`config.mk`:
```
export PLATFORM = sky130hd
export DESIGN_NAME = digital_io_group
export DESIGN_NICKNAME = d
export VERILOG_FILES = /design/src/pkg/dio_pkg.sv /design/src/rtl/digital_io_group.sv
export VERILOG_INCLUDE_DIRS = /design/src /design/src/pkg
export SDC_FILE = /design/constraint.sdc
export NUM_CORES = 1
export LEC_CHECK = 0
export BUFFER_PORTS_ARGS = -buffer_cell sky130_fd_sc_hd__buf_2
export CAP_MARGIN = 10
export CORE_ASPECT_RATIO = 0.8
export CORE_MARGIN = 2
export CORE_UTILIZATION = 54
export CTS_CLUSTER_SIZE = 12
export DETAILED_ROUTE_END_ITERATION = 10
export PLACE_DENSITY = 0.8
export SETUP_SLACK_MARGIN = 0.3
export SLEW_MARGIN = 20
export SYNTH_ARGS = -nofsm -noshare
export SYNTH_HDL_FRONTEND = slang
export SYNTH_SLANG_ARGS = --single-unit
```
`constraint.sdc`:
```
create_clock -name clk_i -period 2.6 [get_ports clk_i]
set_input_delay 0.13 -clock clk_i [delete_from_list [all_inputs] [get_ports clk_i]]
set_output_delay 0.13 -clock clk_i [all_outputs]
set_load 0.05 [all_outputs]
```
`src/pkg/dio_regs.svh`:
```
// Register offsets, field positions and reset values of the digital I/O groups
`ifndef DIO_REGS_SVH
`define DIO_REGS_SVH

// ****************************************
// Register byte offsets
// ****************************************
`define DIO_IN_LEVEL0_OFF   6'h00
`define DIO_IN_LATCH0_OFF   6'h04
`define DIO_IN_LEVEL1_OFF   6'h08
`define DIO_IN_LATCH1_OFF   6'h0c
`define DIO_OUT_DRIVE0_OFF  6'h10
`define DIO_OUT_DRIVE1_OFF  6'h14
`define DIO_CTRL_OFF        6'h18
`define DIO_STATUS_OFF      6'h1c

// ****************************************
// Control register fields (per group g: in 0..1, out 0..1)
// ****************************************
`define DIO_CTRL_ARM0_BIT    0
`define DIO_CTRL_ARM1_BIT    1
`define DIO_CTRL_FRCEN0_BIT  2
`define DIO_CTRL_FRCEN1_BIT  3
`define DIO_CTRL_FRCVAL0_BIT 4
`define DIO_CTRL_FRCVAL1_BIT 5
`define DIO_CTRL_ODIS0_BIT   6
`define DIO_CTRL_ODIS1_BIT   7
`define DIO_CTRL_SYNC_LSB    8
`define DIO_CTRL_WIDTH       12

// ****************************************
// Status register fields
// ****************************************
`define DIO_STAT_IRQ_LSB     0
`define DIO_STAT_SYNC_LSB    2

// ****************************************
// Reset values
// ****************************************
`define DIO_CTRL_RESET       12'h000
`define DIO_OUT_RESET        16'h0000

`endif

```
`src/pkg/dio_pkg.sv`:
```
// Types shared by the digital I/O group block
`default_nettype none
package dio_pkg;
    typedef logic [15:0] group_word_t;
    typedef enum logic [1:0] {
        BUS_IDLE = 2'b01,
        BUS_ACK  = 2'b10
    } bus_state_t;
endpackage : dio_pkg
`default_nettype wire

```
`src/rtl/digital_io_group.sv`:
```
// Two input groups with rise latches and two output groups behind a Wishbone slave
//
// Summary of operation
// - Each input group has a level register and a rise latch register, 16 bits.
// - Level register bits follow their input points, except in the cycle the program reads them.
// - Latch bit sets on first rising edge of its input and stays set until the program reads it.
// - Newly set latch bit raises process interrupt only when that group is armed.
// - Each output group holds a 16-bit program-written register driving its points.
// - Input diagnostic forces input data to all zeros or all ones.
// - Output diagnostic disables output line drive.
// - Output read-back returns the last value written to the output register.
// - Two input groups and two output groups of 16 points each.
// - Each group addressable, with a ready and a sync handshake line.
// - Sync handshake use is enabled per group by program setting.
`include "dio_regs.svh"
`default_nettype none
module digital_io_group #(
    parameter int GW = 16
) (
    // Clock and reset
    input  wire logic            clk_i,
    input  wire logic            rst_i,
    // Wishbone slave
    input  wire logic            cyc_i,
    input  wire logic            stb_i,
    input  wire logic            we_i,
    input  wire logic [5:0]      adr_i,
    input  wire logic [3:0]      sel_i,
    input  wire logic [31:0]     dat_i,
    output logic      [31:0]     dat_o,
    output logic                 ack_o,
    // Input points and handshake
    input  wire logic [2*GW-1:0] in_pts_i,
    input  wire logic [3:0]      sync_i,
    output logic      [3:0]      ready_o,
    // Output points
    output logic      [2*GW-1:0] out_pts_o,
    output logic      [2*GW-1:0] out_oe_o,
    // Process interrupt, one per input group
    output logic      [1:0]      proc_irq_o
);

    // ****************************************
    // State
    // ****************************************
    logic [GW-1:0]                 level_q [2];
    logic [GW-1:0]                 latch_q [2];
    logic [GW-1:0]                 prev_q  [2];
    logic [GW-1:0]                 drive_q [2];
    logic [`DIO_CTRL_WIDTH-1:0]    ctrl_q;
    logic [3:0]                    sync_seen_q;
    dio_pkg::bus_state_t           bus_q;
    logic [GW-1:0]                 eff_in  [2];
    logic                          req;
    logic                          rd_level0, rd_level1, rd_latch0, rd_latch1;

    function automatic logic [15:0] lane_merge(input logic [15:0] old, input logic [31:0] d,
                                               input logic [3:0] s);
        lane_merge = {s[1] ? d[15:8] : old[15:8], s[0] ? d[7:0] : old[7:0]};
    endfunction : lane_merge

    assign req       = cyc_i && stb_i && (bus_q == dio_pkg::BUS_IDLE);
    assign rd_level0 = req && !we_i && (adr_i == `DIO_IN_LEVEL0_OFF);
    assign rd_level1 = req && !we_i && (adr_i == `DIO_IN_LEVEL1_OFF);
    assign rd_latch0 = req && !we_i && (adr_i == `DIO_IN_LATCH0_OFF);
    assign rd_latch1 = req && !we_i && (adr_i == `DIO_IN_LATCH1_OFF);

    // ****************************************
    // Input selection and diagnostic forcing
    // ****************************************
    always_comb begin
        eff_in[0] = ctrl_q[`DIO_CTRL_FRCEN0_BIT]
                  ? {GW{ctrl_q[`DIO_CTRL_FRCVAL0_BIT]}} : in_pts_i[GW-1:0];
        eff_in[1] = ctrl_q[`DIO_CTRL_FRCEN1_BIT]
                  ? {GW{ctrl_q[`DIO_CTRL_FRCVAL1_BIT]}} : in_pts_i[2*GW-1:GW];
    end

    // ****************************************
    // Level tracking and rise latches
    // ****************************************
    always_ff @(posedge clk_i) begin
        if (rst_i) begin
            for (int g = 0; g < 2; g++) begin
                level_q[g] <= '0;
                prev_q[g]  <= '0;
            end
        end else begin
            for (int g = 0; g < 2; g++) begin
                prev_q[g]  <= eff_in[g];
                // Tracking stops in the cycle of a read so the bus sees a stable word
                if (!((g == 0) ? rd_level0 : rd_level1)) begin
                    level_q[g] <= eff_in[g];
                end
            end
        end
    end

    // A rise in the same cycle as the clearing read is kept: set wins
    always_ff @(posedge clk_i) begin
        if (rst_i) begin
            latch_q[0] <= '0;
            latch_q[1] <= '0;
        end else begin
            for (int g = 0; g < 2; g++) begin
                latch_q[g] <= (((g == 0) ? rd_latch0 : rd_latch1) ? '0 : latch_q[g])
                            | (eff_in[g] & ~prev_q[g]);
            end
        end
    end

    always_ff @(posedge clk_i) begin
        if (rst_i) begin
            proc_irq_o <= 2'h0;
        end else begin
            for (int g = 0; g < 2; g++) begin
                // One-cycle pulse when a latch bit newly goes high
                proc_irq_o[g] <= ctrl_q[`DIO_CTRL_ARM0_BIT + g]
                              && |(eff_in[g] & ~prev_q[g] & ~latch_q[g]);
            end
        end
    end

    // ****************************************
    // Handshake: ready and sync per group
    // ****************************************
    always_ff @(posedge clk_i) begin
        if (rst_i) begin
            sync_seen_q <= 4'h0;
            ready_o     <= 4'h0;
        end else begin
            for (int g = 0; g < 4; g++) begin
                // With sync enabled a group is ready only after the device strobes sync
                if (ctrl_q[`DIO_CTRL_SYNC_LSB + g]) begin
                    if (sync_i[g]) begin
                        sync_seen_q[g] <= 1'b1;
                    end else if (req && !we_i && adr_i == `DIO_STATUS_OFF) begin
                        // A strobe meeting the clearing status read is kept: set wins
                        sync_seen_q[g] <= 1'b0;
                    end
                end else begin
                    sync_seen_q[g] <= 1'b0;
                end
                ready_o[g] <= !ctrl_q[`DIO_CTRL_SYNC_LSB + g] || sync_seen_q[g] || sync_i[g];
            end
        end
    end

    // ****************************************
    // Output registers and drivers
    // ****************************************
    always_ff @(posedge clk_i) begin
        if (rst_i) begin
            drive_q[0] <= `DIO_OUT_RESET;
            drive_q[1] <= `DIO_OUT_RESET;
            ctrl_q     <= `DIO_CTRL_RESET;
        end else if (req && we_i) begin
            case (adr_i)
                `DIO_OUT_DRIVE0_OFF: drive_q[0] <= lane_merge(drive_q[0], dat_i, sel_i);
                `DIO_OUT_DRIVE1_OFF: drive_q[1] <= lane_merge(drive_q[1], dat_i, sel_i);
                `DIO_CTRL_OFF: begin
                    ctrl_q[7:0] <= sel_i[0] ? dat_i[7:0] : ctrl_q[7:0];
                    ctrl_q[11:8] <= sel_i[1] ? dat_i[11:8] : ctrl_q[11:8];
                end
                default: ;
            endcase
        end
    end

    always_ff @(posedge clk_i) begin
        if (rst_i) begin
            out_pts_o <= '0;
            out_oe_o  <= '0;
        end else begin
            out_pts_o <= {drive_q[1], drive_q[0]};
            out_oe_o  <= {{GW{!ctrl_q[`DIO_CTRL_ODIS1_BIT]}}, {GW{!ctrl_q[`DIO_CTRL_ODIS0_BIT]}}};
        end
    end

    // ****************************************
    // Bus answer: one registered ack the cycle after the request, dropped the cycle after
    // ****************************************
    always_ff @(posedge clk_i) begin
        if (rst_i) begin
            bus_q <= dio_pkg::BUS_IDLE;
            ack_o <= 1'b0;
            dat_o <= 32'h0000_0000;
        end else begin
            case (bus_q)
                dio_pkg::BUS_IDLE: begin
                    ack_o <= req;
                    if (req) begin
                        bus_q <= dio_pkg::BUS_ACK;
                        dat_o <= 32'h0000_0000;
                        if (!we_i) begin
                            case (adr_i)
                                `DIO_IN_LEVEL0_OFF:  dat_o[15:0] <= level_q[0];
                                `DIO_IN_LATCH0_OFF:  dat_o[15:0] <= latch_q[0];
                                `DIO_IN_LEVEL1_OFF:  dat_o[15:0] <= level_q[1];
                                `DIO_IN_LATCH1_OFF:  dat_o[15:0] <= latch_q[1];
                                `DIO_OUT_DRIVE0_OFF: dat_o[15:0] <= drive_q[0];
                                `DIO_OUT_DRIVE1_OFF: dat_o[15:0] <= drive_q[1];
                                `DIO_CTRL_OFF:       dat_o[11:0] <= ctrl_q;
                                `DIO_STATUS_OFF:     dat_o[5:0]  <= {sync_seen_q, proc_irq_o};
                                default:             dat_o       <= 32'h0000_0000;
                            endcase
                        end
                    end
                end
                dio_pkg::BUS_ACK: begin
                    ack_o <= 1'b0;
                    bus_q <= dio_pkg::BUS_IDLE;
                end
                default: begin
                    ack_o <= 1'b0;
                    bus_q <= dio_pkg::BUS_IDLE;
                end
            endcase
        end
    end

endmodule : digital_io_group
`default_nettype wire

```
==> metrics.txt, run 1 <==
status complete, no violations; library cell used as clock root buffer sky130_fd_sc_hd__clkbuf_16; async set-reset flop share out of synthesis 0; Cell Area, Synth roughly 8300 um2; most common cell after layout, fill and taps aside sky130_fd_sc_hd__nor2_1; remaining antenna violation count 0; vias in the first global route just under 6000; sequential share of power 0.503; post-layout net count around 1100; CP arrival about 2.4 ns; post-route setup slack about 0.53 ns; kind of critical path flip-flop to flip-flop; die height 115 um; final wirelength 21200 um; Clk network pwr share 0.387; Congestion Overflow GR 0; post-route core utilization 0.671; type of the tightest min-delay check primary input to flip-flop; internal portion of total power 5200 uW; Final Wtd Congestion 0.888; register bit total from synthesis just over 200; pre-CTS setup slack between 0.5 and 0.6 ns; main combinational cell family by area after synthesis simple AND/OR/NAND/NOR gates; Skew-Pair Late Insertion Delay 0.49 ns; EDFF count, synth between 60 and 70; number of vias in the routed layout approximately 6500; number of input and output port buffers inserted about 150; sequential-to-total area share from yosys stat 0.568; vias per cell roughly 5.5; Relative slew margins 0.503; first-iteration detailed-routing DRC count roughly 640; first-pass GRT wire length approximately 33000 um; aggregate negative setup slack 0 ns; DRC errors left 0; Final Slew Violations 0; antenna violations before repair 0; nature of the critical path endpoint flip-flop; share of the synthesized area in the top cell type 0.336; Fmax between 400 and 500 MHz; wire length per cell between 15 and 20 um; required time of the worst setup path about 2.9 ns; clock slew at reported path FFs about 0.060 ns; simple-gate share of the synthesized area 0.187; net load switching power ~1700 uW; TritonCTS buffer count 21; setup repair after global routing missed its margin false; share of the clock period used by the worst path 0.796; CTS tree built; worst-path maximum fanout 17; Comb pwr share 0.110; synthesized area divided by synthesized cell count ~10 um2; CTS H-Tree Depth 1; Ys Warns 0; final hold violation count 0; Pwr Density 687 nW/um2; initial cell density of the core 0.551; buffer levels on the longest clock path 3; leading register cell type out of synthesis sky130_fd_sc_hd__dfxtp_1; synthesized-area fraction occupied by ao, oa, aoi and oai cells 0.0830; die area approximately 16000 um2; number of distinct library cells after synthesis 44; synthesized-area fraction occupied by xor and xnor cells 0; layout overhead on the synthesized area 21.7%; final number of setup-violating endpoints 0; gr usage total 0.261; startpoint type of the worst setup path flip-flop; Switching Fraction 0.248; Max Cap Viol 0; largest net degree at the start of global routing 170; Filler cells 1119; x dimension of the die approximately 140 um; clock period minus final worst setup slack just over 2 ns; final antenna diode count 0; maximum vdd drop 390 uV; leakage power approximately 0.0042 uW; cell types occupying the most area after synthesis sky130_fd_sc_hd__dfxtp_1 (34%), sky130_fd_sc_hd__edfxtp_1 (23%), sky130_fd_sc_hd__nor2_1 (7.1%); share of final-layout standard cells stronger than drive strength 1 0.227; proportion of synthesized area in mux cells 0.0948; adder-cell share of the synthesized area 0; commonest cells after routing, fill and taps aside sky130_fd_sc_hd__nor2_1 (157), sky130_fd_sc_hd__buf_2 (150), sky130_fd_sc_hd__dfxtp_1 (139); TritonCTS sink count ~200; cell count after synthesis 804; cell row count 40; number of top-level design ports between 150 and 200; post-cts repair resize count 0; Floorplan Core Area around 15000 um2; skew final around 0.018 ns; Worst Max-Slew Pin Slew 0.746 ns; TritonRoute pass-1 iters 6; post-detailed-placement half-perimeter wirelength approximately 15000 um; cell type contributing the most total cell area after synthesis sky130_fd_sc_hd__dfxtp_1
==> power groups by stage <==
stage	clock network (uW)	logic, uW	registers [uW]
2_1_floorplan	0	477	3590
3_3_place_gp	0	685	3540
3_5_place_dp	0	695	3540
4_1_cts	2710	756	3480
5_1_grt	2850	819	3490
6_report	2670	763	3480
==> flip-flops by register name (all words and copies together), names as in the netlist <==
| register | flops |
|---|---|
| ack_o | 1 |
| bus_q | 2 |
| ctrl_q | 12 |
| dat_o | 16 |
| drive_q | 32 |
| latch_q | 32 |
| level_q | 32 |
| out_oe_o | 2 |
| out_pts_o | 32 |
| prev_q | 32 |
| proc_irq_o | 2 |
| ready_o | 4 |
| sync_seen_q | 4 |
==> cell type report <==
| type | count | area (um2) | share of cell area |
|---|---|---|---|
| sequential | 203 | 4700 | 0.467 |
| multi-input combinational | 523 | 3080 | 0.306 |
| timing repair buffer | 220 | 1440 | 0.143 |
| clock buffer | 33 | 591 | 0.0586 |
| tap | 189 | 236 | 0.0235 |
| clock inverter | 2 | 8.76 | 0.000870 |
| inverter | 2 | 7.51 | 0.000745 |
==> metrics by stage <==
stage | power (uW) | instance area, um2 | hold slack [ns] | cells
global route | 7160 | 10100 | 0.0208 | 1172
CTS | 6940 | 10100 | 0.00163 | 1172
floorplan | 4070 | 8330 | 0.270 | 819
detailed placement | 4240 | 8960 | 0.340 | 1086
global placement | 4220 | 8960 | 0.340 | 1086
finish | 6920 | 10100 | 0.00660 | 1172
==> Yosys cell counts, types with 2 or more instances <==
library cell / count
sky130_fd_sc_hd__buf_1: 4
sky130_fd_sc_hd__nor2b_1: 37
sky130_fd_sc_hd__buf_4: 48
sky130_fd_sc_hd__mux2_2: 17
sky130_fd_sc_hd__edfxtp_1: 64
sky130_fd_sc_hd__nor4_1: 10
sky130_fd_sc_hd__inv_1: 2
sky130_fd_sc_hd__nor3b_1: 4
sky130_fd_sc_hd__a311oi_1: 2
sky130_fd_sc_hd__and2_1: 17
sky130_fd_sc_hd__o22ai_1: 2
sky130_fd_sc_hd__and3b_1: 2
sky130_fd_sc_hd__a222oi_1: 4
sky130_fd_sc_hd__a211oi_1: 4
sky130_fd_sc_hd__a22oi_1: 12
sky130_fd_sc_hd__dfxtp_1: 139
sky130_fd_sc_hd__a2111oi_0: 4
sky130_fd_sc_hd__a221oi_1: 9
sky130_fd_sc_hd__mux4_2: 5
sky130_fd_sc_hd__nand4_1: 4
sky130_fd_sc_hd__nand3_1: 5
sky130_fd_sc_hd__nor2_1: 157
sky130_fd_sc_hd__nand2b_1: 3
sky130_fd_sc_hd__clkbuf_1: 26
sky130_fd_sc_hd__a21oi_1: 50
sky130_fd_sc_hd__a22o_1: 4
sky130_fd_sc_hd__a41o_1: 2
sky130_fd_sc_hd__a31o_2: 2
sky130_fd_sc_hd__o21ai_0: 12
sky130_fd_sc_hd__nor3_1: 38
sky130_fd_sc_hd__buf_2: 12
sky130_fd_sc_hd__nor3_2: 2
sky130_fd_sc_hd__nand2_1: 43
sky130_fd_sc_hd__mux2i_1: 48
==> what timing repair did <==
item                      CTS  global route
hold buffers               51             0
setup buffers               0             0
hold endpoints to repair   81             0
==> worst paths after layout <==
kind	start	to	slack (ns)	cells after the start
max	bus_q[1]	drive_q[0][5]	0.53	6
min	in_pts_i[12]	prev_q[0][12]	0.007	3
max reg2reg	bus_q[1]	drive_q[0][5]	0.53	6
min reg2reg	dat_o[15]	dat_o[15]	0.45	2
==> worst max-delay path, cell delays in order, from the launching register on <==
cell and delay [ns]:
sky130_fd_sc_hd__dfxtp_1 0.29, sky130_fd_sc_hd__nand4b_1 0.22, sky130_fd_sc_hd__buf_4 0.25, sky130_fd_sc_hd__nor2_1 0.36
sky130_fd_sc_hd__nand2_1 0.12, sky130_fd_sc_hd__nor2_2 0.45, sky130_fd_sc_hd__and2_1 0.23
==> routing by layer <==
layer / wire (um) / track usage / vias to the layer above
met4: 630 / 0.0812 / 0
met5: 0 / 0 / -
met1: 9220 / 0.366 / 3003
met3: 2030 / 0.0602 / 44
li1: - / - / 3092
met2: 9340 / 0.408 / 332
==> cells by family (layout without fill, tap and decap cells) <==
group | after synthesis | after routing
buffers and inverters | 93 | 257
AND/OR/NAND/NOR | 330 | 330
AO/OA/AOI/OAI | 107 | 107
other | 1 | 16
multiplexers | 70 | 70
flip-flops | 203 | 203
(Power assumes the default switching activity.)
==> run 2: changes to the inputs <==
--- a/config.mk
+++ b/config.mk
@@ -10,10 +10,10 @@
 export CAP_MARGIN = 10
 export CORE_ASPECT_RATIO = 0.8
 export CORE_MARGIN = 2
-export CORE_UTILIZATION = 54
+export CORE_UTILIZATION = 49
 export CTS_CLUSTER_SIZE = 12
 export DETAILED_ROUTE_END_ITERATION = 10
-export PLACE_DENSITY = 0.8
+export PLACE_DENSITY = 0.76
 export SETUP_SLACK_MARGIN = 0.3
 export SLEW_MARGIN = 20
 export SYNTH_ARGS = -nofsm -noshare
==> constraint.sdc (replaced) <==
create_clock -name clk_i -period 1.72 [get_ports clk_i]
set_input_delay 0.086 -clock clk_i [delete_from_list [all_inputs] [get_ports clk_i]]
set_output_delay 0.086 -clock clk_i [all_outputs]
set_load 0.05 [all_outputs]
==> run 2 against run 1 <==
Effect of this change:
- the run now ends with negative hold slack, negative setup slack left
- fmax is 14% higher
- die area is 9.9% higher
- count of clock-buffer cells in the layout is 2 higher
- final area is 21% higher
- register-to-register slack worse by 0.63 ns
- critical path type unchanged
- highest routed layer unchanged
==> metrics.txt, run 2 (synthesized netlist as in run 1, its figures left out) <==
status complete, but fails checks; failing checks negative hold slack, negative setup slack; TritonCTS buffer count 21 (unchanged); post-detailed-placement half-perimeter wirelength 16100 um (+9.6%); Slowest cell on crit path sky130_fd_sc_hd__dfxtp_2; most common cell type on the critical path sky130_fd_sc_hd__buf_6; setup repair after global routing missed its margin true; slack of the worst reg-to-reg path -0.10 ns (-0.63 ns); leakage power 0.00504 uW (+21%); area of all sequential standard cells 4720 um2 (+0.27%); RR Endpoint sync_seen_q[0]; final wirelength 26500 um (+25%); kind of cell adding the most delay to the critical path simple AND/OR/NAND/NOR gates; number of top-level design ports 186 (unchanged); nature of the critical path endpoint flip-flop; Post-DP Area 9790 um2 (+9.3%); slowest stage delay, CP 0.31 ns (-0.14 ns); buffer levels on the longest clock path 3 (unchanged); library cell used as clock root buffer sky130_fd_sc_hd__clkbuf_16; CTS H-Tree Depth 1 (unchanged); Filler cells 1043 (-6.8%); area taken by multi-input logic gates 3930 um2 (+28%); x dimension of the die 149 um (+4.8%); Hold Worst Slack -0.00436 ns (-0.0110 ns); required time of the worst setup path 2.09 ns (-0.85 ns); DRC errors left 0 (unchanged); clock slew at reported path FFs 0.06 ns (about the same); depth of the worst register-to-register path 8 (+2); post-route core utilization 0.735 (+0.0640); post-layout net count 1156 (+9.7%); TritonRoute pass-1 iters 6 (unchanged); Placed Instances 1181 (+8.7%); kind of critical path flip-flop to flip-flop; skew final 0.0144 ns (-0.00388 ns); beginning of the critical path bus_q[1]; startpoint type of the worst setup path flip-flop; final hold violation count 1 (+1); vias per cell 5.53 (+0.11%); Final Slew Violations 0 (unchanged); largest net degree at the start of global routing 82 (-52%); CTS tree built; first-pass GRT wire length 37700 um (+15%); first-iteration detailed-routing DRC count 661 (+3.9%); gr usage total 0.275 (+0.0134); Fmax 549 MHz (+14%); worst flop-to-flop path startpoint bus_q[1]; Min-Delay Path Depth 4 (+1); final cell count without fillers 1307 (+12%); final number of setup-violating endpoints 42 (+42); WP buf/inv 3 (+2); commonest cells after routing, fill and taps aside sky130_fd_sc_hd__nor2_1 (150), sky130_fd_sc_hd__buf_2 (140), sky130_fd_sc_hd__dfxtp_1 (133); TritonCTS sink count 203 (unchanged); layout overhead on the synthesized area 47.0%; Floorplan Core Area 16600 um2 (+10%); Max Cap Viol 0 (unchanged); wire length per cell 20.3 um (+12%); share of the clock period used by the worst path 1.06 (+0.263); initial cell density of the core 0.500 (-0.0512); Pwr Density 902 nW/um2 (+31%); number of vias in the routed layout 7224 (+12%); cell row count 42 (+5.0%); final antenna diode count 0 (unchanged); number of input and output port buffers inserted 151 (unchanged); die height 120 um (+4.8%); most common cell after layout, fill and taps aside sky130_fd_sc_hd__nor2_1; clock period minus final worst setup slack 1.82 ns (-0.248 ns); maximum vdd drop 744 uV (+91%); vias in the first global route 6733 (+13%); worst-path maximum fanout 4 (-13); Hold Path End prev_q[0][0]; Final Wtd Congestion 0.998 (+12%); antenna violations before repair 0 (unchanged); CP arrival 2.19 ns (-0.22 ns); Congestion Overflow GR 0 (unchanged); post-route setup slack -0.102 ns (-0.632 ns); share of final-layout standard cells stronger than drive strength 1 0.442 (+0.215); Skew-Pair Late Insertion Delay 0.51 ns (+0.02 ns); startpoint of the tightest hold check path in_pts_i[0]; remaining antenna violation count 0 (unchanged); die area 18000 um2 (+9.9%); list of cells traversed by the critical path nand4b_1 -> buf_6 -> buf_6 -> nor3_4 -> buf_6 -> nand4_1 -> a21oi_1 -> nor3b_1; type of the tightest min-delay check primary input to flip-flop; final design instance area without fill 12200 um2 (+21%)
==> run 2: where the power goes <==
group | internal (uW) | switching [uW]
logic | 578 | 893
clock network | 2370 | 1850
registers | 5130 | 145
total | 8080 | 2890
==> run 2: layout make-up <==
type                            count  area share
Timing Repair Buffer              322       0.215
Clock inverter                      2     0.00144
Inverter                            2    0.000617
Multi-Input combinational cell    523       0.323
Tap cell                          220      0.0226
Sequential cell                   203       0.388
Clock buffer                       35      0.0492
==> run 2: worst max path at each step <==
stage | slack (ns) | endpoint | cells past startpoint
6_report | -0.10 | sync_seen_q[0] | 8
4_1_cts | -0.01 | dat_o[3] | 5
3_3_place_gp | -0.02 | dat_o[8] | 6
2_1_floorplan | 0.09 | level_q[0][16] | 6
3_5_place_dp | -0.09 | ctrl_q[9] | 6
5_1_grt | -0.14 | ctrl_q[7] | 10
==> run 2: worst reg2reg max path: stages (launching register included) <==
cell and delay, ns:
sky130_fd_sc_hd__dfxtp_2 0.31, sky130_fd_sc_hd__nand4b_1 0.22, sky130_fd_sc_hd__buf_6 0.17, sky130_fd_sc_hd__buf_6 0.11
sky130_fd_sc_hd__nor3_4 0.13, sky130_fd_sc_hd__buf_6 0.13, sky130_fd_sc_hd__nand4_1 0.28, sky130_fd_sc_hd__a21oi_1 0.26
sky130_fd_sc_hd__nor3b_1 0.08
==> run 2: routing by layer <==
layer | routed length (um) | global-route usage | up-vias
li1 | - | - | 3311
met1 | 10700 | 0.383 | 3402
met2 | 12300 | 0.443 | 434
met3 | 2750 | 0.0472 | 77
met4 | 834 | 0.0792 | 0
met5 | 0 | 0 | -
==> run 2: timing repair <==
action | CTS | global route
pin swaps | 83 | 32
gates cloned | 5 | 2
hold endpoints to repair | 71 | 0
setup buffers | 23 | 22
setup endpoints to repair | 193 | 169
gates resized for setup | 164 | 54
hold buffers | 37 | 0
==> run 2: through the flow <==
| stage | setup slack, ns | setup TNS, ns | total power (uW) |
|---|---|---|---|
| floorplan | 0.0886 | 0 | 6190 |
| global route | -0.141 | -3.37 | 11300 |
| global placement | -0.0225 | -0.0352 | 6510 |
| detailed placement | -0.0884 | -1.61 | 6540 |
| CTS | -0.00969 | -0.00969 | 10800 |
| finish | -0.102 | -1.03 | 11000 |
==> run 3: changes to the inputs <==
--- a/config.mk
+++ b/config.mk
@@ -10,10 +10,10 @@
 export CAP_MARGIN = 10
 export CORE_ASPECT_RATIO = 0.8
 export CORE_MARGIN = 2
-export CORE_UTILIZATION = 49
+export CORE_UTILIZATION = 41
 export CTS_CLUSTER_SIZE = 12
 export DETAILED_ROUTE_END_ITERATION = 10
-export PLACE_DENSITY = 0.76
+export PLACE_DENSITY = 0.66
 export SETUP_SLACK_MARGIN = 0.3
 export SLEW_MARGIN = 20
 export SYNTH_ARGS = -nofsm -noshare
==> run 3 against run 2 <==
Effect of this change:
- the run still ends with negative hold slack, negative setup slack left
- fmax rose by 1.4%
- final area about the same
- via count decreased by 3.2%
- wire length decreased by 4.0%
- clock power is 2% lower
- sequential share of layout area barely moved
- largest cell class unchanged
- highest routed layer unchanged
==> metrics.txt, run 3 (synthesized netlist as in run 1, its figures left out) <==
number of vias in the routed layout 6993 (-3.2%); Pwr Density 891 nW/um2 (-1.2%); commonest cells after routing, fill and taps aside sky130_fd_sc_hd__nor2_1 (153), sky130_fd_sc_hd__buf_2 (141), sky130_fd_sc_hd__dfxtp_1 (132); library cell used as clock root buffer sky130_fd_sc_hd__clkbuf_16; sequential share of power 0.486 (+0.005); TritonCTS buffer count 21 (unchanged); met1 routing resource usage after global routing 0.316 (-0.0668); layout overhead on the synthesized area 47.1% (about the same); buffer levels on the longest clock path 3 (unchanged); final wirelength 25400 um (-4.0%); number of top-level design ports 186 (unchanged); kind of critical path flip-flop to flip-flop; most common cell after layout, fill and taps aside sky130_fd_sc_hd__nor2_1; Relative slew margins 0.526; post-layout net count 1149 (-0.61%); DRC errors left 0 (unchanged); TritonCTS sink count 203 (unchanged); M2 GR Usage 0.367 (-0.0759); worst-path maximum fanout 4 (unchanged); share of final-layout standard cells stronger than drive strength 1 0.438 (-0.00362); global route hottest layer met2; maximum vdd drop 633 uV (-15%); first-iteration detailed-routing DRC count 583 (-12%); Switching Fraction 0.258 (-0.00540); wire length per cell 18.9 um (-6.7%); cell row count 46 (+9.5%); die height 131 um (+9.0%); Fmax 557 MHz (+1.4%); initial cell density of the core 0.418 (-0.0820); Placed Instances 1220 (+3.3%); antenna violations before repair 0 (unchanged); post-detailed-placement half-perimeter wirelength 16600 um (+3.2%); CTS H-Tree Depth 1 (unchanged); Hold Worst Slack -0.00929 ns (-0.00493 ns); met3 Track Usage GR 0.0513 (+0.00410); Congestion Overflow GR 0 (unchanged); die area 21300 um2 (+19%); Comb pwr share 0.132 (-0.002); Final Wtd Congestion 0.908 (-9.0%); number of input and output port buffers inserted 151 (unchanged); aggregate negative setup slack -0.492 ns (+0.535 ns); required time of the worst setup path 2.11 ns (+0.02 ns); remaining antenna violation count 0 (unchanged); gr usage total 0.229 (-0.0453); Final Slew Violations 0 (unchanged); final hold violation count 1 (unchanged); startpoint type of the worst setup path flip-flop; CTS tree built; post-route setup slack -0.0769 ns (+0.0247 ns); CP arrival 2.18 ns (about the same); Skew-Pair Late Insertion Delay 0.49 ns (-0.02 ns); status complete, but fails checks; setup repair after global routing missed its margin true; first-pass GRT wire length 36800 um (-2.2%); clock period minus final worst setup slack 1.80 ns (-0.0247 ns); clock slew at reported path FFs 0.06 ns (about the same); Clk network pwr share 0.382 (-0.003); skew final 0.00835 ns (-0.00603 ns); TritonRoute pass-1 iters 7 (+1); Worst Max-Slew Pin Slew about 0.71 ns; share of the clock period used by the worst path 1.04 (-0.0143); nature of the critical path endpoint flip-flop; Max Cap Viol 0 (unchanged); internal portion of total power 8050 uW (-0.38%); final cell count without fillers 1344 (+2.8%); failing checks negative hold slack, negative setup slack; Floorplan Core Area 19800 um2 (+20%); x dimension of the die 163 um (+9.1%); vias per cell 5.20 (-5.9%); largest net degree at the start of global routing 98 (+20%); leakage power 0.00507 uW (+0.48%); vias in the first global route 6420 (-4.6%); final antenna diode count 0 (unchanged); net load switching power 2800 uW (-3.1%); final number of setup-violating endpoints 16 (-62%); type of the tightest min-delay check primary input to flip-flop
[run 3: per-stage QoR]
stage	area [um2]	util	total power, uW	worst slack, ns
2_1_floorplan	8620	-	6190	0.0886
3_3_place_gp	9780	0.494	6530	-0.0143
3_5_place_dp	9780	0.494	6540	-0.0411
4_1_cts	11600	0.588	10800	0.0140
5_1_grt	12200	0.615	11200	-0.160
6_report	12200	0.615	10800	-0.0769
[run 3: layer usage]
layer  share of wire  up-vias
met3           0.093       57
met4           0.027        0
met1            0.43     3328
met2            0.45      317
li1                -     3291
met5               0        -
[run 3: layout make-up]
| class | instances | area (um2) |
|---|---|---|
| clock buffers | 36 | 602 |
| clock inverters | 1 | 5.00 |
| fillers | 1575 | 7630 |
| inverters | 2 | 7.51 |
| multi-input cells | 523 | 3950 |
| flip-flops and latches | 203 | 4720 |
| well taps | 264 | 330 |
| repair buffers | 315 | 2560 |
[run 3: critical path: stages (launching register included)]
cell and delay [ns]:
sky130_fd_sc_hd__dfxtp_4 0.43, sky130_fd_sc_hd__buf_12 0.12, sky130_fd_sc_hd__buf_16 0.13, sky130_fd_sc_hd__mux2i_4 0.28, sky130_fd_sc_hd__nor3_1 0.11, sky130_fd_sc_hd__nor4_2 0.31
sky130_fd_sc_hd__nand4_1 0.13, sky130_fd_sc_hd__and3b_1 0.18
[run 3: power groups by stage]
stage / logic [uW] / registers, uW / clock network, uW
5_1_grt: 1520 / 5290 / 4410
2_1_floorplan: 752 / 5430 / 0
6_report: 1430 / 5280 / 4140
3_5_place_dp: 1180 / 5360 / 0
4_1_cts: 1340 / 5260 / 4170
3_3_place_gp: 1180 / 5350 / 0
[run 3: timing repair]
action,in CTS,in global routing
setup buffers,28,14
cloned,7,2
setup endpoints to repair,193,170
hold buffers,36,0
endpoints found under the hold margin,77,0
pin swaps,68,44
gates resized for setup,137,79
[run 3: final timing paths]
path | start | to | slack, ns | cells after the start
setup / recovery | ctrl_q[3] | proc_irq_o[1] | -0.08 | 7
setup reg to reg | ctrl_q[3] | proc_irq_o[1] | -0.08 | 7
hold / removal | in_pts_i[7] | prev_q[0][7] | -0.009 | 4
hold reg to reg | dat_o[15] | dat_o[15] | 0.45 | 2
